File: src/common/hpr_pkg.sv
// Constants shared by the host port register interface
package hpr_pkg;
  // ----------------------------------------------------------------
  // Function select codes {select_a, select_b}
  // ----------------------------------------------------------------
  localparam logic [1:0] HPR_SEL_PTR_LOW = 2'h0;
  localparam logic [1:0] HPR_SEL_PTR_HIGH = 2'h1;
  localparam logic [1:0] HPR_SEL_DATA = 2'h2;
  localparam logic [1:0] HPR_SEL_CONTROL = 2'h3;
  // ----------------------------------------------------------------
  // Control word field positions
  // ----------------------------------------------------------------
  localparam int HPR_BIT_HALT = 15;
  localparam int HPR_BIT_CACHE_FLUSH = 14;
  localparam int HPR_BIT_LOWER_BYTE_LAST = 13;
  localparam int HPR_BIT_INC_READ = 12;
  localparam int HPR_BIT_INC_WRITE = 11;
  localparam int HPR_BIT_NMI_SAVE = 9;
  localparam int HPR_BIT_NMI = 8;
  localparam int HPR_BIT_INT_TO_HOST = 7;
  localparam int HPR_MSG_OUT_HI = 6;
  localparam int HPR_MSG_OUT_LO = 4;
  localparam int HPR_BIT_INT_FROM_HOST = 3;
  localparam int HPR_MSG_IN_HI = 2;
  localparam int HPR_MSG_IN_LO = 0;
  // Host-writable named control bits other than the special ones
  localparam logic [15:0] HPR_CTL_HOST_MASK = 16'hfa07;
  // ----------------------------------------------------------------
  // Reset values and pointer layout
  // ----------------------------------------------------------------
  localparam logic [15:0] HPR_RESET_WORD = 16'h0000;
  localparam logic [31:0] HPR_PTR_STEP = 32'h0000_0010;
  localparam logic [31:0] HPR_PTR_FORCE_MASK = 32'hffff_fff0;
endpackage

File: src/hpr_host_port.sv
// Host port register interface: pointer, data and control registers
`timescale 1ns/1ps
// Contract
// - Provide sixteen bit host port
// - Four sixteen bit host registers
// - Chip select, selects and strobes decode
// - Pointer pair forms 32-bit address
// - Low holds bits 15:0, high 31:16
// - Pointer low four bits forced zero
// - Byte access: low then high byte
// - Data register carries word both ways
// - Control is two control bytes joined
// - Lower byte last picks triggering byte
// - Increment before read, after write
// - NMI bit pulses, clears when taken
// - Interrupt out: processor sets, host clears
//
// Usage notes for whoever integrates this port:
// - The host strobes are level signals taken as synchronous to clk.
//   Each access acts once, on the first edge where it decodes true,
//   so the host must return both strobes high between accesses.
// - Byte lanes are chosen by host_byte_high; an 8-bit host writes a
//   register as two byte accesses, a 16-bit host may read the word.
// - A local bus cycle starts on the trigger byte only. With
//   lower_byte_last clear that is the upper byte, so an 8-bit host
//   writes low then high; with it set the order is the reverse.
// - While a memory write is still pending, a new trigger starts no new cycle,
//   but a host data write or read increment still changes the queued write's data or address.
// - The low four pointer bits never reach the memory side: they are
//   masked on the address and on host reads of the low word, so the
//   pointer always names a whole word.
//
module hpr_host_port
(
  input wire logic clk,
  input wire logic reset_n,
  input wire logic host_chip_select_n,
  input wire logic function_select_a,
  input wire logic function_select_b,
  input wire logic host_read_strobe_n,
  input wire logic host_write_strobe_n,
  input wire logic host_byte_high,
  input wire logic [15:0] host_data_in,
  output logic [15:0] host_data_out,
  output logic host_data_oe_n,
  output logic host_interrupt_pin_n,
  output logic [31:0] mem_address,
  output logic mem_read_request,
  output logic mem_write_request,
  output logic [15:0] mem_write_data,
  input wire logic mem_done,
  input wire logic [15:0] mem_read_data,
  input wire logic cpu_ctl_write,
  input wire logic [15:0] cpu_ctl_data,
  input wire logic nmi_taken,
  output logic halt,
  output logic cache_flush,
  output logic nonmaskable_save_select,
  output logic nmi_request,
  output logic interrupt_from_host
);
  import hpr_pkg::*;

  // ----------------------------------------------------------------
  // Storage
  // ----------------------------------------------------------------
  // The four host-visible words live in plain flops; nothing here is
  // large enough to need an array.
  logic [15:0] ptr_low_reg;
  logic [15:0] ptr_high_reg;
  logic [15:0] data_reg;
  logic [15:0] control_reg;
  logic access_reg;
  logic mem_read_reg;
  logic mem_write_reg;
  logic [1:0] sel;
  logic strobe_active;
  logic rd_access;
  logic wr_access;
  logic rd_start;
  logic wr_start;
  logic trigger_byte;
  logic [31:0] ptr_full;
  logic [31:0] ptr_inc;
  logic [15:0] read_word;

  // ----------------------------------------------------------------
  // Helpers
  // ----------------------------------------------------------------

  // Merge one byte lane, chosen by high, into a register value
  function automatic logic [15:0] merge_byte(input logic [15:0] old_val,
                                             input logic [15:0] new_val,
                                             input logic high);
    merge_byte = high ? {new_val[15:8], old_val[7:0]} : {old_val[15:8], new_val[7:0]};
  endfunction

  // ----------------------------------------------------------------
  // Access decode
  // ----------------------------------------------------------------
  // chip select decode
  assign sel = {function_select_a, function_select_b};
  assign rd_access = !host_chip_select_n && !host_read_strobe_n && host_write_strobe_n;
  assign wr_access = !host_chip_select_n && host_read_strobe_n && !host_write_strobe_n;
  assign strobe_active = rd_access || wr_access;
  // Act once per strobe: edge taken from a registered copy
  assign rd_start = rd_access && !access_reg;
  assign wr_start = wr_access && !access_reg;
  assign trigger_byte = control_reg[HPR_BIT_LOWER_BYTE_LAST] ? 1'b0 : 1'b1;

  assign ptr_full = {ptr_high_reg, ptr_low_reg} & HPR_PTR_FORCE_MASK;
  assign ptr_inc = ptr_full + HPR_PTR_STEP;
  assign mem_address = ptr_full;
  assign mem_read_request = mem_read_reg;
  assign mem_write_request = mem_write_reg;
  assign mem_write_data = data_reg;

  // Strobe history for single action per access
  always_ff @(posedge clk or negedge reset_n)
  begin
    if (!reset_n)
      access_reg <= 1'b0;
    else
      access_reg <= strobe_active;
  end

  // ----------------------------------------------------------------
  // Pointer registers
  // ----------------------------------------------------------------
  // byte-wise pointer writes
  always_ff @(posedge clk or negedge reset_n)
  begin
    if (!reset_n)
    begin
      ptr_low_reg <= HPR_RESET_WORD;
      ptr_high_reg <= HPR_RESET_WORD;
    end
    else if (wr_start && sel == HPR_SEL_PTR_LOW)
      ptr_low_reg <= merge_byte(ptr_low_reg, host_data_in, host_byte_high);
    else if (wr_start && sel == HPR_SEL_PTR_HIGH)
      ptr_high_reg <= merge_byte(ptr_high_reg, host_data_in, host_byte_high);
    else if (rd_start && sel == HPR_SEL_DATA && host_byte_high == trigger_byte
             && control_reg[HPR_BIT_INC_READ])
      {ptr_high_reg, ptr_low_reg} <= ptr_inc;
    else if (mem_write_reg && mem_done && control_reg[HPR_BIT_INC_WRITE])
      {ptr_high_reg, ptr_low_reg} <= ptr_inc;
  end

  // ----------------------------------------------------------------
  // Local bus cycle requests
  // ----------------------------------------------------------------
  // cycle start on chosen byte
  always_ff @(posedge clk or negedge reset_n)
  begin
    if (!reset_n)
    begin
      mem_read_reg <= 1'b0;
      mem_write_reg <= 1'b0;
    end
    else
    begin
      if (mem_done)
      begin
        mem_read_reg <= 1'b0;
        mem_write_reg <= 1'b0;
      end
      // Pointer high write prefetches; data read fetches the next word with inc read set, else the same word again
      if (host_byte_high == trigger_byte && !mem_write_reg)
      begin
        if ((wr_start && sel == HPR_SEL_PTR_HIGH) || (rd_start && sel == HPR_SEL_DATA))
          mem_read_reg <= 1'b1;
        else if (wr_start && sel == HPR_SEL_DATA)
          mem_write_reg <= 1'b1;
      end
    end
  end

  // ----------------------------------------------------------------
  // Data transfer register
  // ----------------------------------------------------------------
  // word both directions
  always_ff @(posedge clk or negedge reset_n)
  begin
    if (!reset_n)
      data_reg <= HPR_RESET_WORD;
    else if (wr_start && sel == HPR_SEL_DATA)
      data_reg <= merge_byte(data_reg, host_data_in, host_byte_high);
    else if (mem_read_reg && mem_done)
      data_reg <= mem_read_data;
  end

  // ----------------------------------------------------------------
  // Control register
  // ----------------------------------------------------------------
  // two control bytes joined
  always_ff @(posedge clk or negedge reset_n)
  begin
    if (!reset_n)
      control_reg <= HPR_RESET_WORD;
    else
    begin
      if (wr_start && sel == HPR_SEL_CONTROL)
      begin
        if (host_byte_high)
        begin
          control_reg[15:9] <= host_data_in[15:9];
          if (host_data_in[HPR_BIT_NMI])
            control_reg[HPR_BIT_NMI] <= 1'b1;
        end
        else
        begin
          control_reg[HPR_MSG_IN_HI:HPR_MSG_IN_LO] <= host_data_in[HPR_MSG_IN_HI:HPR_MSG_IN_LO];
          if (!host_data_in[HPR_BIT_INT_TO_HOST])
            control_reg[HPR_BIT_INT_TO_HOST] <= 1'b0;
          // Host raises its request; only the processor drops it
          if (host_data_in[HPR_BIT_INT_FROM_HOST])
            control_reg[HPR_BIT_INT_FROM_HOST] <= 1'b1;
        end
      end
      else if (cpu_ctl_write)
      begin
        control_reg[15:9] <= cpu_ctl_data[15:9];
        control_reg[HPR_MSG_OUT_HI:HPR_MSG_OUT_LO] <= cpu_ctl_data[HPR_MSG_OUT_HI:HPR_MSG_OUT_LO];
        if (cpu_ctl_data[HPR_BIT_INT_TO_HOST])
          control_reg[HPR_BIT_INT_TO_HOST] <= 1'b1;
        if (!cpu_ctl_data[HPR_BIT_INT_FROM_HOST])
          control_reg[HPR_BIT_INT_FROM_HOST] <= 1'b0;
      end
      // processor set survives a host write in the same cycle
      // The set must win: a lost set would swallow a host interrupt.
      if (cpu_ctl_write && cpu_ctl_data[HPR_BIT_INT_TO_HOST])
        control_reg[HPR_BIT_INT_TO_HOST] <= 1'b1;
      if (nmi_taken && !(wr_start && sel == HPR_SEL_CONTROL && host_byte_high
                         && host_data_in[HPR_BIT_NMI]))
        control_reg[HPR_BIT_NMI] <= 1'b0;
    end
  end

  // ----------------------------------------------------------------
  // Host read path
  // ----------------------------------------------------------------
  // register select for reads
  always_comb
  begin
    unique case (sel)
      HPR_SEL_PTR_LOW: read_word = ptr_low_reg & HPR_PTR_FORCE_MASK[15:0];
      HPR_SEL_PTR_HIGH: read_word = ptr_high_reg;
      HPR_SEL_DATA: read_word = data_reg;
      HPR_SEL_CONTROL: read_word = control_reg;
    endcase
  end

  // The read word is refreshed on every edge of a read, so a slow
  // host that holds its strobe sees the latest register contents.
  // registered sixteen bit output
  always_ff @(posedge clk or negedge reset_n)
  begin
    if (!reset_n)
      host_data_out <= HPR_RESET_WORD;
    else if (rd_access)
      host_data_out <= read_word;
  end

  // Bus driven only during reads; enable is active low
  assign host_data_oe_n = !rd_access;

  // ----------------------------------------------------------------
  // Control outputs
  // ----------------------------------------------------------------
  // Straight taps of the control word; the processor side samples
  // them on its own clock edge, so no extra flop stage is added.
  // interrupt pin active low
  assign host_interrupt_pin_n = !control_reg[HPR_BIT_INT_TO_HOST];
  assign halt = control_reg[HPR_BIT_HALT];
  assign cache_flush = control_reg[HPR_BIT_CACHE_FLUSH];
  assign nonmaskable_save_select = control_reg[HPR_BIT_NMI_SAVE];
  assign nmi_request = control_reg[HPR_BIT_NMI];
  assign interrupt_from_host = control_reg[HPR_BIT_INT_FROM_HOST];
endmodule

File: config.mk
export PLATFORM = sky130hd
export DESIGN_NAME = hpr_host_port
export DESIGN_NICKNAME = d
export VERILOG_FILES = /design/src/common/hpr_pkg.sv /design/src/hpr_host_port.sv
export SDC_FILE = /design/constraint.sdc
export NUM_CORES = 1
export LEC_CHECK = 0
export CAP_MARGIN = 20
export CELL_PAD_IN_SITES_DETAIL_PLACEMENT = 1
export CELL_PAD_IN_SITES_GLOBAL_PLACEMENT = 2
export CORE_ASPECT_RATIO = 0.5
export CORE_MARGIN = 4
export CORE_UTILIZATION = 25
export DETAILED_ROUTE_END_ITERATION = 7
export DONT_BUFFER_PORTS = 1
export GPL_ROUTABILITY_DRIVEN = 0
export GPL_TIMING_DRIVEN = 0
export PLACE_DENSITY_LB_ADDON = 0.1
export SYNTH_ARGS = -nofsm -noshare
export SYNTH_HDL_FRONTEND = slang
export SYNTH_SLANG_ARGS = --single-unit
File: constraint.sdc
create_clock -name clk -period 3.2 [get_ports clk]
set_input_delay 0.32 -clock clk [delete_from_list [all_inputs] [get_ports clk]]
set_output_delay 0.32 -clock clk [all_outputs]
set_load 0.01 [all_outputs]
-- After elaboration in Yosys (flattened, before gate mapping)
Cells that the tools add are included.
- bits in registers: 83
- bits in latches: 0
- memory bits (writable): 0
- ROM bits: 0
- word-level logic and storage cells: 125
- memories kept: 0
- add/sub/neg operators: 1
- multiply operators: 0
- div/mod/pow operators: 0
- $lt $le $gt $ge: 0
- equal/unequal tests: 17
- shifts and indexed selects: 0
- mux-type cells: 35
- bitwise operators: 3
- reductions and logical operators: 53
- operator list (operator ; count):
    $mux 16 ; 10
    $pmux 16 s4 ; 1
    $add 32x5->32 const B ; 1
    $logic_and 1x1->1 ; 21
    $ne 2x2->1 const B ; 10
    $mux 1 ; 19
    $reduce_and 3->1 ; 5
    $mux 7 ; 2
    $reduce_bool 3->1 ; 4
    $reduce_and 2->1 ; 5
    $reduce_bool 2->1 ; 5
    $logic_not 1->1 ; 8
    $mux 8 ; 1
    $reduce_and 4->1 ; 2
    $ne 3x2->1 const B ; 2
    $mux 5 ; 1
    $eq 2x2->1 const B ; 2
    $mux 4 ; 1
    $not 1->1 ; 3
    $eq 2x1->1 const B ; 1
    $logic_not 2->1 ; 1
    $logic_or 1x1->1 ; 2
    $ne 2x1->1 const B ; 1
    $eq 1x1->1 ; 1

-- Logic depth before layout (Yosys ltp)
- depth in word-level cells: 11
- depth in mapped cells: 8
- gate-level depth less buffers: 6

-- Least setup slack after synthesis
No wires, ideal clock.
- path type: register to register
- start point: register access_reg
- end point: register ptr_low_reg[15]
- setup time: 0.121 ns
- data arrival time: 1.865 ns
- slack: 1.214 ns
- cell stages (with the launch flop): 6
- buffers on the path: 0
- period minus slack after synthesis: 1.986 ns
- cell sequence: dfrtp_1 or4b_4 or3_4 a21oi_4 a21bo_1 a22o_1
- cells in the longest elaborated chain, start to end: 8
- elaborated cells on any way between the ends: 15
- classes of those cells: 2 x eq/ne; 3 x mux; 10 x reduce/logical
- ends and longest elaborated chain (item ; line ; source):
    start, declared ; hpr_host_port.sv:73 ; logic access_reg;
    start signal, assigned ; hpr_host_port.sv:124 ; access_reg <= strobe_active;
    $logic_not 1->1 * ; hpr_host_port.sv:107, hpr_host_port.sv:108 ;
    $logic_and 1x1->1 ; hpr_host_port.sv:107 ; assign rd_start = rd_access && !access_reg;
    $logic_and 1x1->1 (2 in a row) ; hpr_host_port.sv:142 ; else if (rd_start && sel == HPR_SEL_DATA && host_byte_high == trigger_byte
    $logic_and 1x1->1 ; hpr_host_port.sv:143 ; && control_reg[HPR_BIT_INC_READ])
    $mux 16 ; hpr_host_port.sv:142 ;
    $mux 16 ; hpr_host_port.sv:140 ; else if (wr_start && sel == HPR_SEL_PTR_HIGH)
    $mux 16 ; hpr_host_port.sv:138 ; else if (wr_start && sel == HPR_SEL_PTR_LOW)
    end signal, assigned ; hpr_host_port.sv:139 ; ptr_low_reg <= merge_byte(ptr_low_reg, host_data_in, host_byte_high);
    end signal, assigned ; hpr_host_port.sv:144 ; {ptr_high_reg, ptr_low_reg} <= ptr_inc;
    end signal, assigned ; hpr_host_port.sv:146 ; {ptr_high_reg, ptr_low_reg} <= ptr_inc;
    end, declared ; hpr_host_port.sv:69 ; logic [15:0] ptr_low_reg;
Every way passes the cells marked *; elsewhere a longest branch is shown, timed or not. The select of a mux whose other input is x is not followed.
A chain may end at the register's enable or synchronous reset.

-- Final worst setup path
- start point: register ptr_low_reg[6]
- end point: register ptr_high_reg[11]
- cells in the longest elaborated chain, start to end: 4
- ends and longest elaborated chain (item ; line ; source):
    $add 32x5->32 * ; hpr_host_port.sv:112 ; assign ptr_inc = ptr_full + HPR_PTR_STEP;
    $mux 16 ; hpr_host_port.sv:145 ; else if (mem_write_reg && mem_done && control_reg[HPR_BIT_INC_WRITE])
    $mux 16 * ; hpr_host_port.sv:142 ;
    $mux 16 * ; hpr_host_port.sv:140 ;
    end signal, assigned ; hpr_host_port.sv:141 ; ptr_high_reg <= merge_byte(ptr_high_reg, host_data_in, host_byte_high);
    end signal, assigned ; hpr_host_port.sv:144 ;
    end signal, assigned ; hpr_host_port.sv:146 ;
    end, declared ; hpr_host_port.sv:70 ; logic [15:0] ptr_high_reg;
Marked as above.

==> results.toml <==
[clock_network]
htreeDepth = 3
cts_sinks = 79
cts_tree = "yes"
cts_resized = 0
clockBufferDepth = 2
cts_made_buffers = 9
cts.clk_slew.worst_paths_ns = 0.07
root_buffer = "clkbuf_16"
insertion_delay_ns = 0.35

[worst_setup_path]
path_cells = "clkbuf_1, and4_1, nand4_1, nor2_1, nand4_1, o211ai_1"
reg2regPathDepth = 6
cp-end-kind = "flip-flop"
cp.buffers_inverters = 1
critPathArrivalTime_ns = 3.01
slowest_delay_ns = 0.54
crit_slowest_cell = "nor2_1"
cpMostUsedCell = "nand4_1"
worstPathMaxFanout = 9
path_delay_family = "simple AND/OR/NAND/NOR gates"
crit_type = "reg -> reg"
rrSetupSlack_ns = 0.45
critical_path.startpoint_type = "flip-flop"
worstSetupPathDepth = 6
worst_ep_required_time_ns = 3.46

[route]
first_pass_iters = 5
ant_nets = 0
drtIter0Drc = 238
vias = 4069
wirelength_um = 20900
avgViaCountPerCell = 5.46
drc = 0
wl_per_cell_um = 28.0

[synthesis]
synth.most_common_cell = "dfrtp_1"
synth_area_leaders = "dfrtp_1 42%, mux2_2 6.5%, mux4_2 5.7%"
yosys.area.top_type = "dfrtp_1"
synthTopCellsByCount = "79 x dfrtp_1, 44 x nor2_1, 27 x mux2_2, 27 x nand2_1, 25 x a21oi_1"
synth_seq_area_share_pct = 42.0
ys_ff_latch = 79
ys_types = 71
avgSynthCellArea_sq_um = 10.2
ys_warn_count = 0
syn_inst = 464
synth_top_area_share_pct = 42.0
synthArstFlopShare_pct = 100
synth-edff-count = 0
synthesis.area_sq_mm = 0.00471
synthFlopType = "dfrtp_1"

[power_and_ir_drop]
p_sw_share_pct = 34.7
seqPwrFrac_pct = 50.1
ir_worst_vdd_v = 0.000235
p_leak_nw = 2.16
internal_power_w = 0.00210
power.density_mw_per_mm2 = 597
power_frac_clock_pct = 32.8
power.switching_w = 0.00112
p_comb_share_pct = 17.2

[floorplanning]
design.core.area_sq_mm = 0.0184
dieArea_sq_mm = 0.0212
initial_core_util_pct = 25.6
pin_count = 132
die_h_um = 105
core.rowCount = 35
die_x_um = 202

[global_routing]
grt_usage_pct = 19.6
grt_pass1_vias = 4301
overflow = 0
busiest_layer = "met1"
use_met2_pct = 28.7
grtUsageMet3_pct = 6.29
grt_max_degree = 80
antenna_found_initial = 0
grt_use_met1_pct = 28.7
grt_pass1_wl_um = 30900

[final_layout]
area_growth_pct = 14.3
fillerInstances = 2091
drive_gt1_share_pct = 19.1
diodes = 0
final_area_sq_mm = 0.00539
finish.net_count = 542

[sta]
fin_worst_skew_ns = 0.00656
hold_slack_ns = 0.0350
fin_ws_ns = 0.450
fmax_mhz = 364
slew_headroom_pct = 37.3
setup_viol = 0
hold_viol = 0
rsz0062_at_grt = "no"
tns_ns = 0
final.min_clock_period_ns = 2.75
min_period_over_period_pct = 85.9
worst_pin_slew_ns = 0.938
slew_violations = 0

[placed_design]
place_ws_ns = 0.333
io_buffers = 0
place_area_sq_mm = 0.00506
dp_hpwl_um = 15800

[worst_hold_path]
hp-class = "in -> reg"
min_path_cells = 1

[job]
cap_violations = 0

[status]
status = "completed"
==> worst paths after layout <==
path                                       to               start
min                                access_reg  host_chip_select_n
min in group asynchronous  mem_write_data[10]             reset_n
min reg2reg                    control_reg[1]      control_reg[1]
max in group asynchronous     ptr_high_reg[2]             reset_n
max reg2reg                  ptr_high_reg[11]      ptr_low_reg[6]
max                          ptr_high_reg[11]      ptr_low_reg[6]
==> timing repair <==
action,in CTS,in global routing
setup endpoints to repair,0,0
endpoints found under the hold margin,79,0
buffers inserted,0,0
hold buffers,2,0
==> power by group through the flow <==
stage / combinational [W] / sequential (W) / clock (W)
after global placement: 0.000523 / 0.00164 / 0
after floorplan: 0.000420 / 0.00149 / 0
after global routing: 0.000613 / 0.00165 / 0.00112
after CTS: 0.000559 / 0.00163 / 0.00109
after detailed placement: 0.000529 / 0.00164 / 0
final: 0.000552 / 0.00161 / 0.00105
==> through the flow <==
step / power (W) / util (%) / std cells
after floorplan: 0.00191 / - / 467
final: 0.00322 / 29.2 / 745
after global routing: 0.00339 / 29.2 / 745
after detailed placement: 0.00217 / 27.4 / 728
after CTS: 0.00327 / 29.2 / 745
after global placement: 0.00217 / 27.4 / 726
==> worst reg2reg max path, stage by stage, from the launching register on <==
cell and delay, ns:
dfrtp_1 0.41, clkbuf_1 0.43, and4_1 0.47, nand4_1 0.40, nor2_1 0.54, nand4_1 0.22, o211ai_1 0.21
==> cell families after synthesis <==
| kind of cell | synth area share [%] |
|---|---|
| buffers and inverters | 5.89 |
| multiplexers | 12.6 |
| other | 0.0796 |
| adder cells (fa/ha/maj) | 0.265 |
| AO/OA/AOI/OAI | 21.9 |
| flip-flops | 42.0 |
| AND/OR/NAND/NOR | 16.9 |
| XOR/XNOR | 0.372 |
==> cells in the final DEF (no fill, tap or decap), drive strengths merged, types with 19 or more instances in the layout <==
cell type and count:
dfrtp 79, nor2 44, nand2 27, mux2 27
a21oi 27, clkbuf 26, o21ai 20, a22o 20
buf 19
==> routing by layer <==
| metal | vias up | routed length, um |
|---|---|---|
| met5 | - | 0 |
| met4 | 0 | 159 |
| met3 | 11 | 1750 |
| met2 | 126 | 8880 |
| met1 | 2134 | 10100 |
| li1 | 1798 | - |
==> layout make-up <==
type	instances	area [sq um]	share of cell area [%]
buffer	35	221	4.11
clock buffer	9	225	4.18
clock inverter	6	62.6	1.16
inverter	15	56.3	1.05
multi-input combinational	338	2470	45.8
sequential	79	1980	36.7
tap	259	324	6.02
timing repair buffer	4	50.0	0.929
Power figures use the tool's default switching activity.
